$ cat src/ipr_pkg.sv
package ipr_pkg;

  localparam int unsigned IPR_NUM_SRC = 18;
  localparam int unsigned IPR_NUM_GROUPS = 6;

  // Register indices; the byte address on the bus is four times the index.
  localparam logic [7:0] IPR_IDX_PRIO_LOW = 8'hA9;
  localparam logic [7:0] IPR_IDX_PRIO_HIGH = 8'hB9;
  localparam logic [7:0] IPR_IDX_PEND_FIVE = 8'hE8;
  localparam logic [7:0] IPR_IDX_STATUS = 8'hF0;
  localparam logic [7:0] IPR_IDX_MASK = 8'hF1;

  localparam logic [7:0] IPR_PRIO_LOW_RST = 8'h00;
  localparam logic [7:0] IPR_PRIO_HIGH_RST = 8'h00;
  localparam logic [1:0] IPR_MASK_RST = 2'h0;

  // Bit positions in the five-flag register and the source numbers they hold.
  localparam int unsigned IPR_FIVE_BITS = 5;
  localparam logic [4:0] IPR_FIVE_NUM [0:4] = '{5'h06, 5'h07, 5'h0E, 5'h0F, 5'h11};

  // Status register bits.
  localparam int unsigned IPR_ST_VECTOR = 0;
  localparam int unsigned IPR_ST_PREEMPT = 1;
  localparam int unsigned IPR_ST_BITS = 2;

  // Group of every source number, indexed by number.
  localparam logic [2:0] IPR_GROUP_OF [0:17] = '{
    3'h0, 3'h1, 3'h2, 3'h3, 3'h4, 3'h5, 3'h1, 3'h2, 3'h0,
    3'h1, 3'h2, 3'h3, 3'h4, 3'h5, 3'h3, 3'h4, 3'h0, 3'h5};

  // Fixed tie-break order among equal levels, first entry wins.
  localparam logic [4:0] IPR_POLL_ORDER [0:17] = '{
    5'h00, 5'h10, 5'h08, 5'h01, 5'h09, 5'h02, 5'h0A, 5'h03, 5'h0B,
    5'h04, 5'h0C, 5'h05, 5'h0D, 5'h06, 5'h07, 5'h0E, 5'h0F, 5'h11};

  // Timer sources whose flags hardware clears on vectoring.
  localparam logic [4:0] IPR_NUM_TIMER1 = 5'h09;
  localparam logic [4:0] IPR_NUM_TIMER4 = 5'h0C;

endpackage : ipr_pkg

$ cat src/ipr_flag.sv
`timescale 1ns/1ps

// One pending or status flag: a hardware set wins over any write or clear.
module ipr_flag (
  // Clock and reset
  input wire logic clk_i,
  input wire logic rst_i,
  // Control
  input wire logic set_i,
  input wire logic clr_i,
  input wire logic wr_i,
  input wire logic wdata_i,
  // State
  output logic q_o
);

  always_ff @(posedge clk_i)
  begin
    if (rst_i)
      q_o <= 1'b0;
    else if (set_i)
      q_o <= 1'b1;
    else if (wr_i)
      q_o <= wdata_i;
    else if (clr_i)
      q_o <= 1'b0;
  end

endmodule : ipr_flag

$ cat src/ipr_resolver.sv
`timescale 1ns/1ps

module ipr_resolver #(
  parameter int unsigned NUM_SRC = 18
) (
  // Clock and reset
  input wire logic clk_i,
  input wire logic rst_i,
  // Wishbone slave
  input wire logic wb_cyc_i,
  input wire logic wb_stb_i,
  input wire logic wb_we_i,
  input wire logic [9:0] wb_adr_i,
  input wire logic [3:0] wb_sel_i,
  input wire logic [31:0] wb_dat_i,
  output logic [31:0] wb_dat_o,
  output logic wb_ack_o,
  // Interrupt sources, one-cycle event pulses indexed by source number
  input wire logic [17:0] irq_src_i,
  // Core side
  input wire logic irq_ack_i,
  input wire logic irq_reti_i,
  output logic irq_req_o,
  output logic [4:0] irq_num_o,
  output logic [1:0] irq_level_o,
  // Summary interrupt
  output logic irq_o
);

  generate
    if (NUM_SRC != ipr_pkg::IPR_NUM_SRC)
    begin : g_bad_param
      $error("ipr_resolver serves exactly eighteen sources");
    end
  endgenerate

  logic [7:0] prio_low_reg;
  logic [7:0] prio_high_reg;
  logic [1:0] mask_reg;
  logic [3:0] in_service_reg;
  logic [17:0] pend;
  logic [17:0] pend_wr;
  logic [17:0] pend_wdata;
  logic [17:0] pend_clr;
  logic [1:0] status;
  logic [1:0] status_set;
  logic [1:0] cur_lvl;
  logic cur_valid;
  logic [1:0] lvl_of [0:17];
  logic win_found;
  logic [4:0] win_num;
  logic [1:0] win_lvl;
  logic [4:0] five_rd;
  logic five_wr;
  logic [17:0] five_member;
  logic [7:0] bus_idx;
  logic bus_req;
  logic bus_wr;
  logic bus_rd;
  logic [31:0] rd_data;

  // Bus decode. A request is answered one cycle after it is seen, so the
  // ack drops on its own in the cycle after it was given.
  assign bus_idx = wb_adr_i[9:2];
  assign bus_req = wb_cyc_i && wb_stb_i && !wb_ack_o;
  assign bus_wr = bus_req && wb_we_i && wb_sel_i[0];
  assign bus_rd = bus_req && !wb_we_i;
  // Only the five-flag register reaches the pending flags from the bus.
  assign five_wr = bus_wr && bus_idx == ipr_pkg::IPR_IDX_PEND_FIVE;

  always_ff @(posedge clk_i)
  begin
    if (rst_i)
    begin
      prio_low_reg <= ipr_pkg::IPR_PRIO_LOW_RST;
      prio_high_reg <= ipr_pkg::IPR_PRIO_HIGH_RST;
    end
    else if (bus_wr && bus_idx == ipr_pkg::IPR_IDX_PRIO_LOW)
      prio_low_reg <= wb_dat_i[7:0];
    else if (bus_wr && bus_idx == ipr_pkg::IPR_IDX_PRIO_HIGH)
      prio_high_reg <= wb_dat_i[7:0];
  end

  always_ff @(posedge clk_i)
  begin
    if (rst_i)
      mask_reg <= ipr_pkg::IPR_MASK_RST;
    else if (bus_wr && bus_idx == ipr_pkg::IPR_IDX_MASK)
      mask_reg <= wb_dat_i[1:0];
  end

  // Level of each source from its group's two priority bits.
  always_comb
  begin
    for (int n = 0; n < 18; n++)
    begin
      lvl_of[n] = {prio_high_reg[ipr_pkg::IPR_GROUP_OF[n]],
                   prio_low_reg[ipr_pkg::IPR_GROUP_OF[n]]};
    end
  end

  // Flag write and clear steering. Flags in the five-flag register are only
  // cleared by software, so that a handler can still see its own cause;
  // every other flag clears when the core vectors to it.
  always_comb
  begin
    pend_wr = '0;
    pend_wdata = '0;
    pend_clr = '0;
    five_rd = '0;
    five_member = '0;
    for (int b = 0; b < 5; b++)
    begin
      five_member[ipr_pkg::IPR_FIVE_NUM[b]] = 1'b1;
      pend_wr[ipr_pkg::IPR_FIVE_NUM[b]] = five_wr;
      pend_wdata[ipr_pkg::IPR_FIVE_NUM[b]] = wb_dat_i[b];
      five_rd[b] = pend[ipr_pkg::IPR_FIVE_NUM[b]];
    end
    for (int n = 0; n < 18; n++)
    begin
      if (irq_ack_i && irq_num_o == 5'(n) && !five_member[n])
        pend_clr[n] = 1'b1;
    end
  end

  generate
    for (genvar n = 0; n < 18; n++)
    begin : g_pend
      ipr_flag u_pend (
        .clk_i(clk_i),
        .rst_i(rst_i),
        .set_i(irq_src_i[n]),
        .clr_i(pend_clr[n]),
        .wr_i(pend_wr[n]),
        .wdata_i(pend_wdata[n]),
        .q_o(pend[n])
      );
    end
  endgenerate

  // Level currently in service: highest set bit of the in-service mask.
  always_comb
  begin
    cur_valid = |in_service_reg;
    cur_lvl = 2'h0;
    for (int l = 0; l < 4; l++)
    begin
      if (in_service_reg[l])
        cur_lvl = 2'(l);
    end
  end

  // Highest eligible level first, then the fixed polling order.
  always_comb
  begin
    win_found = 1'b0;
    win_num = 5'h00;
    win_lvl = 2'h0;
    for (int l = 3; l >= 0; l--)
    begin
      for (int p = 0; p < 18; p++)
      begin
        if (!win_found && pend[ipr_pkg::IPR_POLL_ORDER[p]]
            && lvl_of[ipr_pkg::IPR_POLL_ORDER[p]] == 2'(l)
            && (!cur_valid || 2'(l) > cur_lvl))
        begin
          win_found = 1'b1;
          win_num = ipr_pkg::IPR_POLL_ORDER[p];
          win_lvl = 2'(l);
        end
      end
    end
  end

  // The request is withdrawn for one cycle after each vector so that the
  // next offer is computed from the updated in-service state.
  always_ff @(posedge clk_i)
  begin
    if (rst_i)
    begin
      irq_req_o <= 1'b0;
      irq_num_o <= 5'h00;
      irq_level_o <= 2'h0;
    end
    else
    begin
      irq_req_o <= win_found && !irq_ack_i && !irq_reti_i;
      irq_num_o <= win_num;
      irq_level_o <= win_lvl;
    end
  end

  always_ff @(posedge clk_i)
  begin
    if (rst_i)
      in_service_reg <= 4'h0;
    else if (irq_ack_i && irq_req_o)
      in_service_reg <= in_service_reg | (4'h1 << irq_level_o);
    else if (irq_reti_i && cur_valid)
      in_service_reg <= in_service_reg & ~(4'h1 << cur_lvl);
  end

  assign status_set[ipr_pkg::IPR_ST_VECTOR] = irq_ack_i && irq_req_o;
  assign status_set[ipr_pkg::IPR_ST_PREEMPT] = irq_ack_i && irq_req_o && cur_valid;

  generate
    for (genvar s = 0; s < 2; s++)
    begin : g_status
      ipr_flag u_status (
        .clk_i(clk_i),
        .rst_i(rst_i),
        .set_i(status_set[s]),
        .clr_i(bus_rd && bus_idx == ipr_pkg::IPR_IDX_STATUS),
        .wr_i(1'b0),
        .wdata_i(1'b0),
        .q_o(status[s])
      );
    end
  endgenerate

  always_ff @(posedge clk_i)
  begin
    if (rst_i)
      irq_o <= 1'b0;
    else
      irq_o <= |(status & mask_reg);
  end

  always_comb
  begin
    rd_data = 32'h0000_0000;
    if (bus_idx == ipr_pkg::IPR_IDX_PRIO_LOW)
      rd_data[7:0] = prio_low_reg;
    else if (bus_idx == ipr_pkg::IPR_IDX_PRIO_HIGH)
      rd_data[7:0] = prio_high_reg;
    else if (bus_idx == ipr_pkg::IPR_IDX_PEND_FIVE)
      rd_data[4:0] = five_rd;
    else if (bus_idx == ipr_pkg::IPR_IDX_STATUS)
      rd_data[1:0] = status;
    else if (bus_idx == ipr_pkg::IPR_IDX_MASK)
      rd_data[1:0] = mask_reg;
  end

  always_ff @(posedge clk_i)
  begin
    if (rst_i)
    begin
      wb_ack_o <= 1'b0;
      wb_dat_o <= 32'h0000_0000;
    end
    else
    begin
      wb_ack_o <= bus_req;
      wb_dat_o <= bus_rd ? rd_data : 32'h0000_0000;
    end
  end
endmodule : ipr_resolver

$ cat config.mk
export PLATFORM = sky130hd
export DESIGN_NAME = ipr_resolver
export DESIGN_NICKNAME = d
export VERILOG_FILES = /design/src/ipr_pkg.sv /design/src/ipr_flag.sv /design/src/ipr_resolver.sv
export SDC_FILE = /design/constraint.sdc
export NUM_CORES = 1
export LEC_CHECK = 0
export BUFFER_PORTS_ARGS = -buffer_cell sky130_fd_sc_hd__buf_2
export CAP_MARGIN = 40
export CORE_MARGIN = 4
export CORE_UTILIZATION = 51
export CTS_CLUSTER_SIZE = 20
export DETAILED_ROUTE_END_ITERATION = 8
export GPL_ROUTABILITY_DRIVEN = 0
export PLACE_DENSITY = 0.82
export SLEW_MARGIN = 20
export SYNTH_ARGS = -nofsm -noshare
export SYNTH_HDL_FRONTEND = slang
export SYNTH_SLANG_ARGS = --single-unit
$ cat constraint.sdc
create_clock -name clk_i -period 3.2 [get_ports clk_i]
set_clock_uncertainty 0.05 [all_clocks]
set_input_delay 0.16 -clock clk_i [delete_from_list [all_inputs] [get_ports clk_i]]
set_output_delay 0.16 -clock clk_i [all_outputs]
set_load 0.05 [all_outputs]
==> impl_table.tex <==
\begin{tabular}{lr}
\hline
Metric & Value \\
\hline
\multicolumn{2}{l}{\textbf{STA}} \\
\quad Remaining max-slew budget at the tightest pin & between 40 and 50\% \\
\quad Time the worst path needs with I/O delays and setup & just over 3 ns \\
\quad Min Hold Slack & 0.00164 ns \\
\quad RSZ-0062 raised after global routing & false \\
\quad Fin Setup TNS & 0 ns \\
\quad Final setup violation count & 0 \\
\quad Tcrit/Tclk final & a little over nine tenths \\
\quad Crit path setup slack, layout & $\sim$0.16 ns \\
\quad Number of hold violations in the final report & 0 \\
\quad Achievable clock frequency & between 0.3 and 0.4 GHz \\
\quad Max Slew Vio Count & 0 \\
\quad Worst Max-Slew Pin Slew & 0.747 ns \\
\multicolumn{2}{l}{\textbf{Global routing}} \\
\quad Total Routing Usage GR & about 27\% \\
\quad Via count of the first global-routing pass & between 4000 and 5000 \\
\quad Maximum number of pins on one net before global-route repair & 52 \\
\quad First-pass GRT wire length & between 20000 and 25000 µm \\
\quad Initial antenna violation count & 0 \\
\quad Final global-route overflow total & 0 \\
\multicolumn{2}{l}{\textbf{Synth}} \\
\quad Async SR Flop Fraction & 0\% \\
\quad Post-synthesis cell type count & between 70 and 80 \\
\quad Yosys synthesis warning count & 0 \\
\quad Post-synthesis cell area & 4150 µm² \\
\quad Ys flop type & sky130\_fd\_sc\_hd\_\_dfxtp\_1 \\
\quad Register bit count reported by yosys & 60 \\
\quad Count of flip-flops with a built-in enable after synthesis & 0 \\
\quad Mean area per synthesized cell & about 7.6 µm² \\
\quad Sequential fraction of the synthesis area & 28.9\% \\
\quad Gate count of the mapped netlist & between 500 and 600 \\
\multicolumn{2}{l}{\textbf{Cells and area}} \\
\quad Number of nets in the final layout & between 600 and 700 \\
\quad Max FFs per register & 18 \\
\quad Filler cells & 665 \\
\quad Highest-count cells in the layout ignoring fill and taps & sky130\_fd\_sc\_hd\_\_nor2\_1 (76), sky130\_fd\_sc\_hd\_\_dfxtp\_1 (60), sky130\_fd\_sc\_hd\_\_buf\_2 (59) \\
\quad Filler-free cell count of the finished design & just over 700 \\
\quad Area added between synthesis and finish & 16.0\% \\
\quad Biggest register & g\_pend.u\_pend.q\_o \\
\quad Most common library cell in the layout ignoring fill and taps & sky130\_fd\_sc\_hd\_\_nor2\_1 \\
\quad Layout cells sized above 1 & 17.8\% \\
\quad Antenna Cells & 0 \\
\multicolumn{2}{l}{\textbf{Floorplanning}} \\
\quad Die span in y & 98.2 µm \\
\quad Number of rows in the core area & 32 \\
\quad Top Ports & 113 \\
\quad Core Area & just under 8000 µm² \\
\quad Die boundary width & 98.2 µm \\
\quad Die Footprint & between 9000 and 10000 µm² \\
\quad Initial core utilization & 53.2\% \\
\multicolumn{2}{l}{\textbf{CTS}} \\
\quad Source-to-sink clock delay at the later pin of the worst-skew pair & around 0.35 ns \\
\quad Clock Sinks & 60 \\
\quad CTS H-tree depth & 3 \\
\quad Root Driver & sky130\_fd\_sc\_hd\_\_clkbuf\_8 \\
\quad TritonCTS clock tree & done \\
\quad Clock Pin Slew Worst Setup and Hold Paths & about 0.070 ns \\
\quad Longest Clk Path Bufs & 2 \\
\quad Number of buffers created by CTS & 9 \\
\quad Number of setup buffers added after CTS & 0 \\
\multicolumn{2}{l}{\textbf{Critical path}} \\
\quad Data arrival time of the worst path & around 3.2 ns \\
\quad Data required time of the critical path & about 3.4 ns \\
\quad Max stage delay cell, worst path & sky130\_fd\_sc\_hd\_\_nor4b\_1 \\
\quad Worst stage delay on the critical path & roughly 0.73 ns \\
\quad List of cells traversed by the critical path & nor4b\_1 > a22oi\_1 > and3b\_1 > nand2\_1 > nor2\_1 > a211oi\_1 > nand3\_1 > o31a\_1 \\
\quad Setup crit end kind & flop \\
\quad Worst Setup Start Kind & flop \\
\quad Critical setup path kind & reg -> reg \\
\quad Crit path max fanout & 10 \\
\multicolumn{2}{l}{\textbf{Hold path}} \\
\quad HP Class & in -> reg \\
\multicolumn{2}{l}{\textbf{Power and ir drop}} \\
\quad Largest voltage drop on the vdd net & about 0.24 mV \\
\quad Static leakage power & 2.10 nW \\
\quad Total power density per cell area & $\sim$360 nW/µm² \\
\multicolumn{2}{l}{\textbf{Place}} \\
\quad Buffers on Ports & 59 \\
\quad Number of placed cells counting well taps & 694 \\
\quad Worst slack at placement & 0.293 ns \\
\quad Estimated wirelength of the detail-placed design & around 9500 µm \\
\multicolumn{2}{l}{\textbf{Detailed routing}} \\
\quad Number of nets with antenna violations after detailed routing & 0 \\
\quad Count of routing violations after the opening detailed-route iteration & a little over 800 \\
\quad Post-Route WL & between 10000 and 15000 µm \\
\quad DR WL/cell & about 18 µm \\
\quad DRC violation count after routing & 0 \\
\quad DR vias/cell & $\sim$6.4 \\
\quad DR pass1 iterations & 7 \\
\quad Vias & 4651 \\
\multicolumn{2}{l}{\textbf{Run status}} \\
\quad Run status & complete, no violations \\
\multicolumn{2}{l}{\textbf{Job}} \\
\quad MaxCap Viol Count & 0 \\
\hline
\end{tabular}
logic make-up after synthesis:
logic type | count (synthesis) | share of synthesized area (%)
flops | 60 | 28.9
buf+inv | 70 | 9.22
other cells | 1 | 0.0903
mux | 20 | 4.82
simple gates | 264 | 35.9
compound gates | 129 | 21.1
layout make-up:
| type | count | area (µm²) | area share, % |
|---|---|---|---|
| Clock buffer | 11 | 151 | 3.14 |
| Clock inverter | 4 | 25.0 | 0.520 |
| Inverter | 21 | 78.8 | 1.64 |
| Multi-Input combinational cell | 437 | 2650 | 55.1 |
| Sequential cell | 60 | 1200 | 24.9 |
| Tap cell | 102 | 128 | 2.65 |
| Timing Repair Buffer | 90 | 578 | 12.0 |
report_power, final:
group / internal [mW] / total [mW] / switching, mW
Combinational: 0.0917 / 0.285 / 0.194
Sequential: 0.769 / 0.809 / 0.0396
Clock: 0.316 / 0.634 / 0.318
Total: 1.18 / 1.73 / 0.551
routing by layer:
layer  part of all wire (%)  vias up  track usage, %
li1                       -     2091               -
met3                     12       91            6.36
met4                    5.8        0            16.5
met2                     44      361            42.7
met1                     38     2108            33.5
met5                      0        -               0
synth_stat cells (all sizes together) (4+ instances only):
cell | count | share of area (%)
nand4b | 4 | 0.99
o21ai | 19 | 2.3
or2 | 4 | 0.60
a21oi | 40 | 4.9
nor4b | 9 | 2.8
o22ai | 6 | 0.90
buf | 34 | 5.9
and3 | 7 | 1.2
nand4 | 13 | 2.0
clkbuf | 15 | 1.4
nor2b | 11 | 1.7
a31oi | 8 | 1.2
a211oi | 4 | 0.72
dfxtp | 60 | 29
and4 | 4 | 0.90
nand3b | 20 | 3.7
a221oi | 5 | 1.1
nor4 | 4 | 0.60
nor2 | 78 | 7.3
nand2 | 45 | 4.1
nor3 | 15 | 2.5
nand3 | 21 | 2.5
inv | 21 | 1.9
and2 | 4 | 0.60
a22oi | 11 | 2.0
mux2i | 20 | 4.8
or3 | 6 | 1.0
nand2b | 9 | 1.4
o211ai | 6 | 1.2
what timing repair did:
| item | in CTS | in global routing |
|---|---|---|
| hold buffers | 15 | 0 |
| endpoints found under the hold margin | 15 | 0 |
| resized for setup | 0 | 0 |
critical path, delay by kind of cell (launching register included):
family | cells | cell delay (ns)
and+or+nand+nor | 5 | 1.50
AOI/OAI and AO/OA | 3 | 0.94
DFF | 1 | 0.43
path summary, 6_finish.rpt:
| path | startpoint | to | slack [ns] | cells after the start |
|---|---|---|---|---|
| worst max register to register | in_service_reg[2] | irq_num_o[3] | 0.16 | 8 |
| worst min-delay path | irq_src_i[16] | g_pend[16].u_pend.q_o | 0.002 | 3 |
| worst max-delay path | in_service_reg[2] | irq_num_o[3] | 0.16 | 8 |
| worst min register to register | g_status[0].u_status.q_o | g_status[0].u_status.q_o | 0.44 | 2 |
per-stage QoR:
step | cell area, µm² | total power [mW] | util, %
after global placement | 4470 | 1.08 | 57.2
after global routing | 4820 | 1.78 | 61.7
after CTS | 4800 | 1.72 | 61.4
after detailed placement | 4470 | 1.08 | 57.2
final | 4820 | 1.73 | 61.7
after floorplan | 4240 | 1.02 | -
Note: power is estimated with default switching activity, not from simulation.
